<file path="config.mk">
export PLATFORM = sky130hd
export DESIGN_NAME = ucs_unit
export DESIGN_NICKNAME = d
export VERILOG_FILES = /design/src/inc/ucs_pkg.sv /design/src/rtl/ucs_unit.sv
export VERILOG_INCLUDE_DIRS = /design/src /design/src/inc
export SDC_FILE = /design/constraint.sdc
export NUM_CORES = 1
export LEC_CHECK = 0
export BUFFER_PORTS_ARGS = -buffer_cell sky130_fd_sc_hd__buf_2
export CAP_MARGIN = 20
export CORE_MARGIN = 2
export CORE_UTILIZATION = 60
export CTS_BUF_LIST = sky130_fd_sc_hd__clkbuf_8
export DETAILED_ROUTE_END_ITERATION = 8
export PLACE_DENSITY = 0.88
export SLEW_MARGIN = 20
export SYNTH_ARGS = -nofsm -noshare
export SYNTH_HDL_FRONTEND = slang
export SYNTH_SLANG_ARGS = --single-unit
</file>
<file path="constraint.sdc">
create_clock -name clk_sys_i -period 9.6 [get_ports clk_sys_i]
set_input_delay 1.92 -clock clk_sys_i [delete_from_list [all_inputs] [get_ports clk_sys_i]]
set_output_delay 1.92 -clock clk_sys_i [all_outputs]
set_load 0.005 [all_outputs]
</file>
<file path="src/inc/ucs_cfg.svh">
// constants for the unsigned compare and right shift unit
`ifndef UCS_CFG_SVH
`define UCS_CFG_SVH

// ----------------------------------------------------------------------
// instruction fields
// ----------------------------------------------------------------------
`define UCS_OP_HI        31
`define UCS_OP_LO        26
`define UCS_FS_HI        25
`define UCS_FS_LO        21
`define UCS_SS_HI        20
`define UCS_SS_LO        16
`define UCS_RD_HI        15
`define UCS_RD_LO        11
`define UCS_SA_HI        10
`define UCS_SA_LO        6
`define UCS_FN_HI        5
`define UCS_FN_LO        0
`define UCS_IMM_HI       15

// ----------------------------------------------------------------------
// encodings
// ----------------------------------------------------------------------
`define UCS_OP_REG_CLASS 6'h00
`define UCS_OP_SLU_IMM   6'h0b
`define UCS_FN_SLU_REG   6'h2b
`define UCS_FN_SRA_IMM   6'h03
`define UCS_FN_SRA_VAR   6'h07
`define UCS_FN_SRL_IMM   6'h02
`define UCS_FN_SRL_VAR   6'h06

// ----------------------------------------------------------------------
// widths and reset values
// ----------------------------------------------------------------------
`define UCS_XLEN         64
`define UCS_WLEN         32
`define UCS_RES_RST      64'h0000_0000_0000_0000

`endif

</file>
<file path="src/inc/ucs_pkg.sv">
// types for the unsigned compare and right shift unit
package ucs_pkg;

  // ----------------------------------------------------------------------
  // operation select
  // ----------------------------------------------------------------------
  typedef enum logic [2:0] {
    UCS_OP_NONE   = 3'b000,
    UCS_OP_SLUI   = 3'b001,
    UCS_OP_SLUR   = 3'b010,
    UCS_OP_SRAI   = 3'b011,
    UCS_OP_SHIFT_RIGHT_ARITH_VAR   = 3'b100,
    UCS_OP_SRLI   = 3'b101,
    UCS_OP_SHIFT_RIGHT_LOGIC_VAR   = 3'b110
  } ucs_op_e;

  // ----------------------------------------------------------------------
  // issue and result bundles
  // ----------------------------------------------------------------------
  typedef struct packed {
    logic        valid;
    logic [31:0] instr;
    logic [63:0] first_source;
    logic [63:0] second_source;
  } ucs_issue_s;

  typedef struct packed {
    logic        valid;
    logic [4:0]  dest;
    logic [63:0] data;
  } ucs_result_s;

endpackage

</file>
<file path="src/rtl/ucs_unit.sv">
// execute stage for unsigned compares and 32-bit right shifts
`timescale 1ns/1ps
`include "ucs_cfg.svh"

module ucs_unit
  import ucs_pkg::*;
(
  // clock and reset
  input  wire logic        clk_sys_i,
  input  wire logic        reset_n_i,
  // mode
  input  wire logic        mode_64_i,
  // issue from the pipeline
  input  wire ucs_issue_s  issue_i,
  // write back
  output ucs_result_s      result_o,
  output logic             illegal_o,
  output logic             overflow_o
);

  // ----------------------------------------------------------------------
  // helpers
  // ----------------------------------------------------------------------
  // widened compare: an extra zero on top keeps borrow out of the sign
  function automatic logic less_unsigned(input logic [63:0] a,
                                         input logic [63:0] b);
    logic [64:0] diff;
    diff = {1'b0, a} - {1'b0, b};
    return diff[64];
  endfunction

  // word shift then width fix-up shared by all four shifts
  function automatic logic [63:0] shift_word(input logic [31:0] w,
                                             input logic [4:0]  cnt,
                                             input logic        arith,
                                             input logic        m64);
    logic [31:0] t;
    t = arith ? 32'($signed(w) >>> cnt) : (w >> cnt);
    return m64 ? {{32{t[31]}}, t} : {32'h0000_0000, t};
  endfunction

  // ----------------------------------------------------------------------
  // decode
  // ----------------------------------------------------------------------
  logic [5:0]  opcode;
  logic [5:0]  func;
  logic [4:0]  shamt;
  logic [4:0]  fs_field;
  ucs_op_e     op;
  logic [4:0]  dest;

  assign opcode   = issue_i.instr[`UCS_OP_HI:`UCS_OP_LO];
  assign func     = issue_i.instr[`UCS_FN_HI:`UCS_FN_LO];
  assign shamt    = issue_i.instr[`UCS_SA_HI:`UCS_SA_LO];
  assign fs_field = issue_i.instr[`UCS_FS_HI:`UCS_FS_LO];

  // reserved zero fields are not looked at, so nonzero values are ignored
  always_comb begin
    op   = UCS_OP_NONE;
    dest = issue_i.instr[`UCS_RD_HI:`UCS_RD_LO];
    if (opcode == `UCS_OP_SLU_IMM) begin
      op   = UCS_OP_SLUI;
      dest = issue_i.instr[`UCS_SS_HI:`UCS_SS_LO];
    end else if (opcode == `UCS_OP_REG_CLASS) begin
      if (func == `UCS_FN_SLU_REG) begin
        op = UCS_OP_SLUR;
      end else if (func == `UCS_FN_SRA_IMM) begin
        op = UCS_OP_SRAI;
      end else if (func == `UCS_FN_SRA_VAR) begin
        op = UCS_OP_SHIFT_RIGHT_ARITH_VAR;
      end else if (func == `UCS_FN_SRL_IMM) begin
        op = UCS_OP_SRLI;
      end else if (func == `UCS_FN_SRL_VAR) begin
        op = UCS_OP_SHIFT_RIGHT_LOGIC_VAR;
      end
    end
  end

  // ----------------------------------------------------------------------
  // execute
  // ----------------------------------------------------------------------
  logic [63:0] imm_ext;
  logic [63:0] src_a;
  logic [63:0] exec_data;
  logic [31:0] word;
  logic [4:0]  var_cnt;

  // 32-bit mode compares only the low word, zero on top
  assign src_a   = mode_64_i ? issue_i.first_source
                             : {32'h0000_0000, issue_i.first_source[31:0]};
  assign imm_ext = mode_64_i
    ? {{48{issue_i.instr[`UCS_IMM_HI]}}, issue_i.instr[15:0]}
    : {32'h0000_0000, {16{issue_i.instr[`UCS_IMM_HI]}},
       issue_i.instr[15:0]};
  assign word    = issue_i.second_source[31:0];
  assign var_cnt = issue_i.first_source[4:0];

  always_comb begin
    logic [63:0] src_b;
    src_b     = mode_64_i ? issue_i.second_source
                          : {32'h0000_0000, issue_i.second_source[31:0]};
    exec_data = `UCS_RES_RST;
    case (op)
      UCS_OP_SLUI: exec_data = {63'h0, less_unsigned(src_a, imm_ext)};
      UCS_OP_SLUR: exec_data = {63'h0, less_unsigned(src_a, src_b)};
      UCS_OP_SRAI: exec_data = shift_word(word, shamt, 1'b1, mode_64_i);
      UCS_OP_SHIFT_RIGHT_ARITH_VAR: exec_data = shift_word(word, var_cnt, 1'b1, mode_64_i);
      UCS_OP_SRLI: exec_data = shift_word(word, shamt, 1'b0, mode_64_i);
      UCS_OP_SHIFT_RIGHT_LOGIC_VAR: exec_data = shift_word(word, var_cnt, 1'b0, mode_64_i);
      default:     exec_data = `UCS_RES_RST;
    endcase
  end

  // ----------------------------------------------------------------------
  // result register
  // ----------------------------------------------------------------------
  ucs_result_s res_reg;
  ucs_result_s res_next;
  logic        ill_reg;
  logic        ill_next;

  // one-cycle latency; unknown instructions flag illegal and write nothing
  always_comb begin
    res_next       = '0;
    ill_next       = 1'b0;
    if (issue_i.valid) begin
      if (op != UCS_OP_NONE) begin
        res_next.valid = 1'b1;
        res_next.dest  = dest;
        res_next.data  = exec_data;
      end else begin
        ill_next = 1'b1;
      end
    end
    // fs_field unused by the immediate shifts by design
    if (fs_field == 5'h00) begin
      ill_next = ill_next;
    end
  end

  always_ff @(posedge clk_sys_i) begin
    if (!reset_n_i) begin
      res_reg <= '0;
      ill_reg <= 1'b0;
    end else begin
      res_reg <= res_next;
      ill_reg <= ill_next;
    end
  end

  assign result_o   = res_reg;
  assign illegal_o  = ill_reg;
  assign overflow_o = 1'b0;

endmodule

</file>
==> results.yml, run 1 <==
global_routing:
  grt_pass1_wl_um: 47600
  grtUsageTotal_pct: 41.2
  antenna_found_initial: 0
  grt_pass1_vias: 8923
  grt-ovfl-total: 0
  grt_max_degree: 53
setup_path:
  cpMaxStageDelayCell: "and2_1"
  path_common_cell: "nand3_1"
  critPathBufInv: 1
  cp_top_family: "simple AND/OR/NAND/NOR gates"
  critical_path_class: "input pin to register"
  path_max_fanout: 32
  end_kind: "register"
  crit_chain: "buf_2, and4b_1, and3_1, and2_1, a21oi_1, ha_1, nand3_1, nor4_1, nor3b_1, nand3_1, o31ai_1, o22ai_1"
  startpoint_type: "input pin"
  worst_ep_arrival_time_ns: 6.19
  critPathMaxStageDelay_ns: 0.96
  cp.required_ns: 9.78
synth:
  synth_edf_count: 0
  ys_async_sr_fraction_pct: 0
  synth.top_cells.by_count: "a21oi_1, nand2_1, mux2i_1"
  syn-mean-instance-area_um2: 7.58
  seq_area_frac_synth_pct: 9.61
  synth_area_leader_cell: "mux2i_1"
  synth_top_area_share_pct: 11.0
  syn_inst: 1100
  yosysMostFrequentCell: "a21oi_1"
  netlist_area_um2: 8340
  synthesis.nets: 1327
  yosys_warnings: 0
  netlist_top_cells_area: "mux2i_1, dfxtp_1, ha_1"
  ys_types: 78
  synth_ff_type: "dfxtp_1"
  ys_ff_latch: 40
sta:
  report.final.slew_viol_count: 0
  fin_crit_ns: 6.01
  max_slew.worst_pin.slew_ns: 1.16
  slew_headroom_pct: 22.3
  fmax_ghz: 0.166
  finalSetupViolations: 0
  finalCritPeriodShare_pct: 62.7
  hold_viol: 0
  setup_tns_ns: 0
  grt_setup_unrepaired: "no"
power:
  power.density_nw_per_um2: 75.2
  leakage_nw: 4.09
  ir_worst_vdd_uv: 65.1
  total_power_uw: 686
clock_network:
  cts-buffers-inserted: 5
  postCtsSetupBuffers: 0
  clock_path_buffers: 2
  cts_hold_buf: 0
  cts_tree: "yes"
  cts_resized: 0
  clockRootBuffer: "clkbuf_8"
  cts_sinks: 40
  path_clk_slew_ns: 0.09
  h-tree-depth: 2
floorplan:
  fp-row-count: 43
  fp.dieArea_um2: 14900
  fp.dieH_um: 122
  core_um2: 13700
  die_w_um: 122
  num_io_pins: 236
  initial_core_util_pct: 60.8
finish:
  diodes: 0
  fillers: 1255
  drive_above_1_share_pct: 26.0
  seq_area_um2: 801
  area_growth_pct: 9.47
  multi_input_area_um2: 6710
  nets: 1436
route:
  routedWlPerCell_um: 22.1
  vias: 9502
  drtIter0Drc: 1376
  detail-route-antenna-nets: 0
  drc: 0
  via_per_inst: 6.84
  wirelength_um: 30700
  firstDrtPassIters: 8
placement:
  port_buffers: 229
  place_congestion: 1.02
  hpwl_um: 23500
outcome:
  status: "finished clean"
worst_hold_path:
  hold_path.class: "input pin to register"
job:
  max_cap_violations: 0
[tightest hold or removal path, cell delays in order]
cell	delay, ns
buf_2	0.11
nand2_1	0.05
nor2_1	0.03
[path summary, 6_finish.rpt]
path / slack (ns) / depth (start not counted) / endpoint / from
worst max-delay path: 3.59 / 12 / result_o[0] / issue_i[128]
worst min-delay path: 1.82 / 3 / illegal_o / issue_i[160]
[where the power goes]
part | total (mW) | leakage (nW) | internal (mW) | switching [mW]
combinational | 0.360 | 3.71 | 0.146 | 0.214
sequential | 0.166 | 0.322 | 0.166 | 0.0000479
clock | 0.160 | 0.0614 | 0.0852 | 0.0751
total | 0.686 | 4.09 | 0.397 | 0.289
[area by class of cell]
class | instances | area share (%)
inverters | 16 | 0.658
clock inverters | 2 | 0.425
well taps | 180 | 2.47
multi-input cells | 909 | 73.6
clock buffers | 6 | 0.905
repair buffers | 237 | 13.2
flip-flops and latches | 40 | 8.77
[registers in the layout (all words and copies together) (netlist names)]
name	count
illegal_o	1
result_o	39
[placed cells by master (no fill, tap or decap), types with 9 or more instances in the layout]
cell      synthesis  final
mux4_2           32     32
a211oi_1         23     23
nor3_1           17     17
a22oi_1          10     10
a21oi_1         124    124
nor2_1           77     77
a31oi_1          23     23
o21ai_0          60     60
o211ai_1          9      9
nand2_1         122    122
mux2_2           22     22
nand3_1          23     23
inv_1            13     13
buf_2            14    229
ha_1             63     63
mux2i_1          92     92
and2_1           48     48
nor2b_1           9      9
dfxtp_1          40     40
o22ai_1          14     14
nand4_1          13     13
a21o_1           10     10
[per-stage QoR]
step	std cells	instance area [um^2]	util, %	hold WS [ns]	setup WS [ns]
floorplan	1100	8340	-	2.03	4.92
detailed placement	1382	9000	65.6	2.16	3.33
CTS	1390	9120	66.5	1.82	3.67
global placement	1382	9000	65.6	2.16	3.33
finish	1390	9130	66.5	1.82	3.59
global route	1390	9130	66.5	1.85	3.16
[routing by layer]
metal | GRT usage, % | part of all wire (%)
met3 | 9.46 | 11
met5 | 0 | 0
met4 | 22.6 | 7.0
met2 | 64.8 | 44
met1 | 52.3 | 37
[logic make-up after synthesis]
| group | count (synthesis) | synth area share, % |
|---|---|---|
| mux | 153 | 24.9 |
| compound gates | 338 | 25.2 |
| other cells | 1 | 0.0450 |
| xor+xnor | 1 | 0.105 |
| buf+inv | 151 | 9.91 |
| flops | 40 | 9.61 |
| fa+ha+maj | 63 | 9.46 |
| simple gates | 353 | 20.8 |
No activity file was read; power rests on OpenSTA's default activity.
==> run 2, diff against run 1 <==
--- a/config.mk
+++ b/config.mk
@@ -9,10 +9,10 @@
 export BUFFER_PORTS_ARGS = -buffer_cell sky130_fd_sc_hd__buf_2
 export CAP_MARGIN = 20
 export CORE_MARGIN = 2
-export CORE_UTILIZATION = 60
+export CORE_UTILIZATION = 55
 export CTS_BUF_LIST = sky130_fd_sc_hd__clkbuf_8
 export DETAILED_ROUTE_END_ITERATION = 8
-export PLACE_DENSITY = 0.88
+export PLACE_DENSITY = 0.82
 export SLEW_MARGIN = 20
 export SYNTH_ARGS = -nofsm -noshare
 export SYNTH_HDL_FRONTEND = slang
==> constraint.sdc (replaced) <==
create_clock -name clk_sys_i -period 6.2 [get_ports clk_sys_i]
set_input_delay 1.24 -clock clk_sys_i [delete_from_list [all_inputs] [get_ports clk_sys_i]]
set_output_delay 1.24 -clock clk_sys_i [all_outputs]
set_load 0.005 [all_outputs]
==> run 2 against run 1 <==
Effect of this change: count of clock-buffer cells in the layout down 1; worst setup slack lost 2.1 ns; first-iteration DRC count is 5.4% lower; power rose by 52%; flip-flop and latch count unchanged; sequential share of layout area about the same; worst hold slack lost 0.67 ns; final cell count rose by 0.65%; via count shrank 0.35%; global-route usage fell by 4.3 points; final area up 0.38%; critical endpoint unchanged.
==> results.yml, run 2 (same netlist as run 1, synthesis figures left out) <==
route:
  drtIter0Drc: 1302
  drc: 0
  wirelength_um: 30400
  routedWlPerCell_um: 21.7
  via_per_inst: 6.77
  detail-route-antenna-nets: 0
  vias: 9469
  firstDrtPassIters: 6
clock_network:
  path_clk_slew_ns: 0.08
  postCtsSetupBuffers: 0
  clock_path_buffers: 2
  h-tree-depth: 2
  cts_sinks: 40
  cts_tree: "yes"
  cts_hold_buf: 0
  cts-buffers-inserted: 5
  cts_resized: 0
  clockRootBuffer: "clkbuf_8"
floorplan:
  fp.dieArea_um2: 16200
  num_io_pins: 236
  fp-row-count: 44
  fp.dieH_um: 127
  die_w_um: 127
  initial_core_util_pct: 56.9
  core_um2: 14600
setup_path:
  critPathMaxStageDelay_ns: 0.58
  cp_top_family: "compound AO/OA/AOI/OAI gates"
  path_max_fanout: 22
  cp.required_ns: 6.41
  critPathBufInv: 3
  cpMaxStageDelayCell: "a2111oi_0"
  startpoint_type: "input pin"
  end_kind: "register"
  critical_path_class: "input pin to register"
  crit_chain: "buf_2, and4b_1, nand3_1, buf_4, and2_1, a21oi_1, ha_1, a211oi_1, o21ai_0, a311oi_1, o22ai_1, a2111oi_0, buf_4, nor2_1, o22ai_1"
  worst_ep_arrival_time_ns: 4.94
global_routing:
  grt_max_degree: 43
  grt_pass1_vias: 8924
  grt_pass1_wl_um: 47400
  antenna_found_initial: 0
  grtUsageTotal_pct: 36.9
  grt-ovfl-total: 0
sta:
  report.final.slew_viol_count: 0
  fmax_ghz: 0.211
  slew_headroom_pct: 20.4
  hold_viol: 0
  max_slew.worst_pin.slew_ns: 1.19
  finalCritPeriodShare_pct: 76.3
  setup_tns_ns: 0
  fin_ws_ns: 1.47
  grt_setup_unrepaired: "no"
  finalSetupViolations: 0
  fin_crit_ns: 4.73
job:
  max_cap_violations: 0
finish:
  final_util_pct: 62.6
  largest_reg_flops: 39
  drive_above_1_share_pct: 26.3
  final_area_um2: 9160
  nets: 1441
  final_cell_mix: "buf_2, a21oi_1, nand2_1"
  final_common_cell: "buf_2"
  diodes: 0
  area_growth_pct: 9.89
placement:
  pre_cts_ws_ns: 1.20
  hpwl_um: 23500
  place_congestion: 1.00
  port_buffers: 229
  place_area_um2: 9040
power:
  ir_worst_vdd_uv: 91.3
  leakage_nw: 4.12
  total_power_mw: 1.04
  power.density_nw_per_um2: 114
worst_hold_path:
  hold_path.class: "input pin to register"
outcome:
  status: "finished clean"
run 2: changes by cell type in the layout (fill, tap and decap cells not counted):
cell / delta
a2111oi_0: +1
a2111oi_1: -1
and3_1: +1
and3_2: -1
buf_4: +5
clkbuf_8: -1
clkinv_4: +1
run 2: layer usage:
metal / GRT usage, % / routed length, um
met5: 0 / 0
met4: 20.8 / 1960
met3: 9.76 / 3590
met2: 56.7 / 13400
met1: 47.0 / 11400
run 2: final timing paths:
path	endpoint	cells past startpoint	from	slack (ns)
max	result_o[0]	15	issue_i[128]	1.47
min	illegal_o	3	issue_i[160]	1.16
run 2: layout make-up:
cell class | count | area [um^2]
Fill cell | 1327 | 5480
Tap cell | 184 | 230
Sequential cell | 40 | 801
Clock buffer | 5 | 68.8
Multi-Input combinational cell | 909 | 6710
Inverter | 16 | 60.1
Clock inverter | 3 | 47.5
Timing Repair Buffer | 242 | 1240
run 2: power by group:
group	total (mW)	switching (mW)	internal (mW)
clock network	0.226	0.105	0.121
logic	0.557	0.330	0.226
registers	0.257	0.0000930	0.257
total	1.04	0.435	0.605
run 2: per-stage QoR:
stage,cells,hold slack (ns)
final,1399,1.16
after detailed placement,1391,1.49
after global routing,1399,1.18
after floorplan,1100,1.35
after global placement,1391,1.48
after CTS,1399,1.16
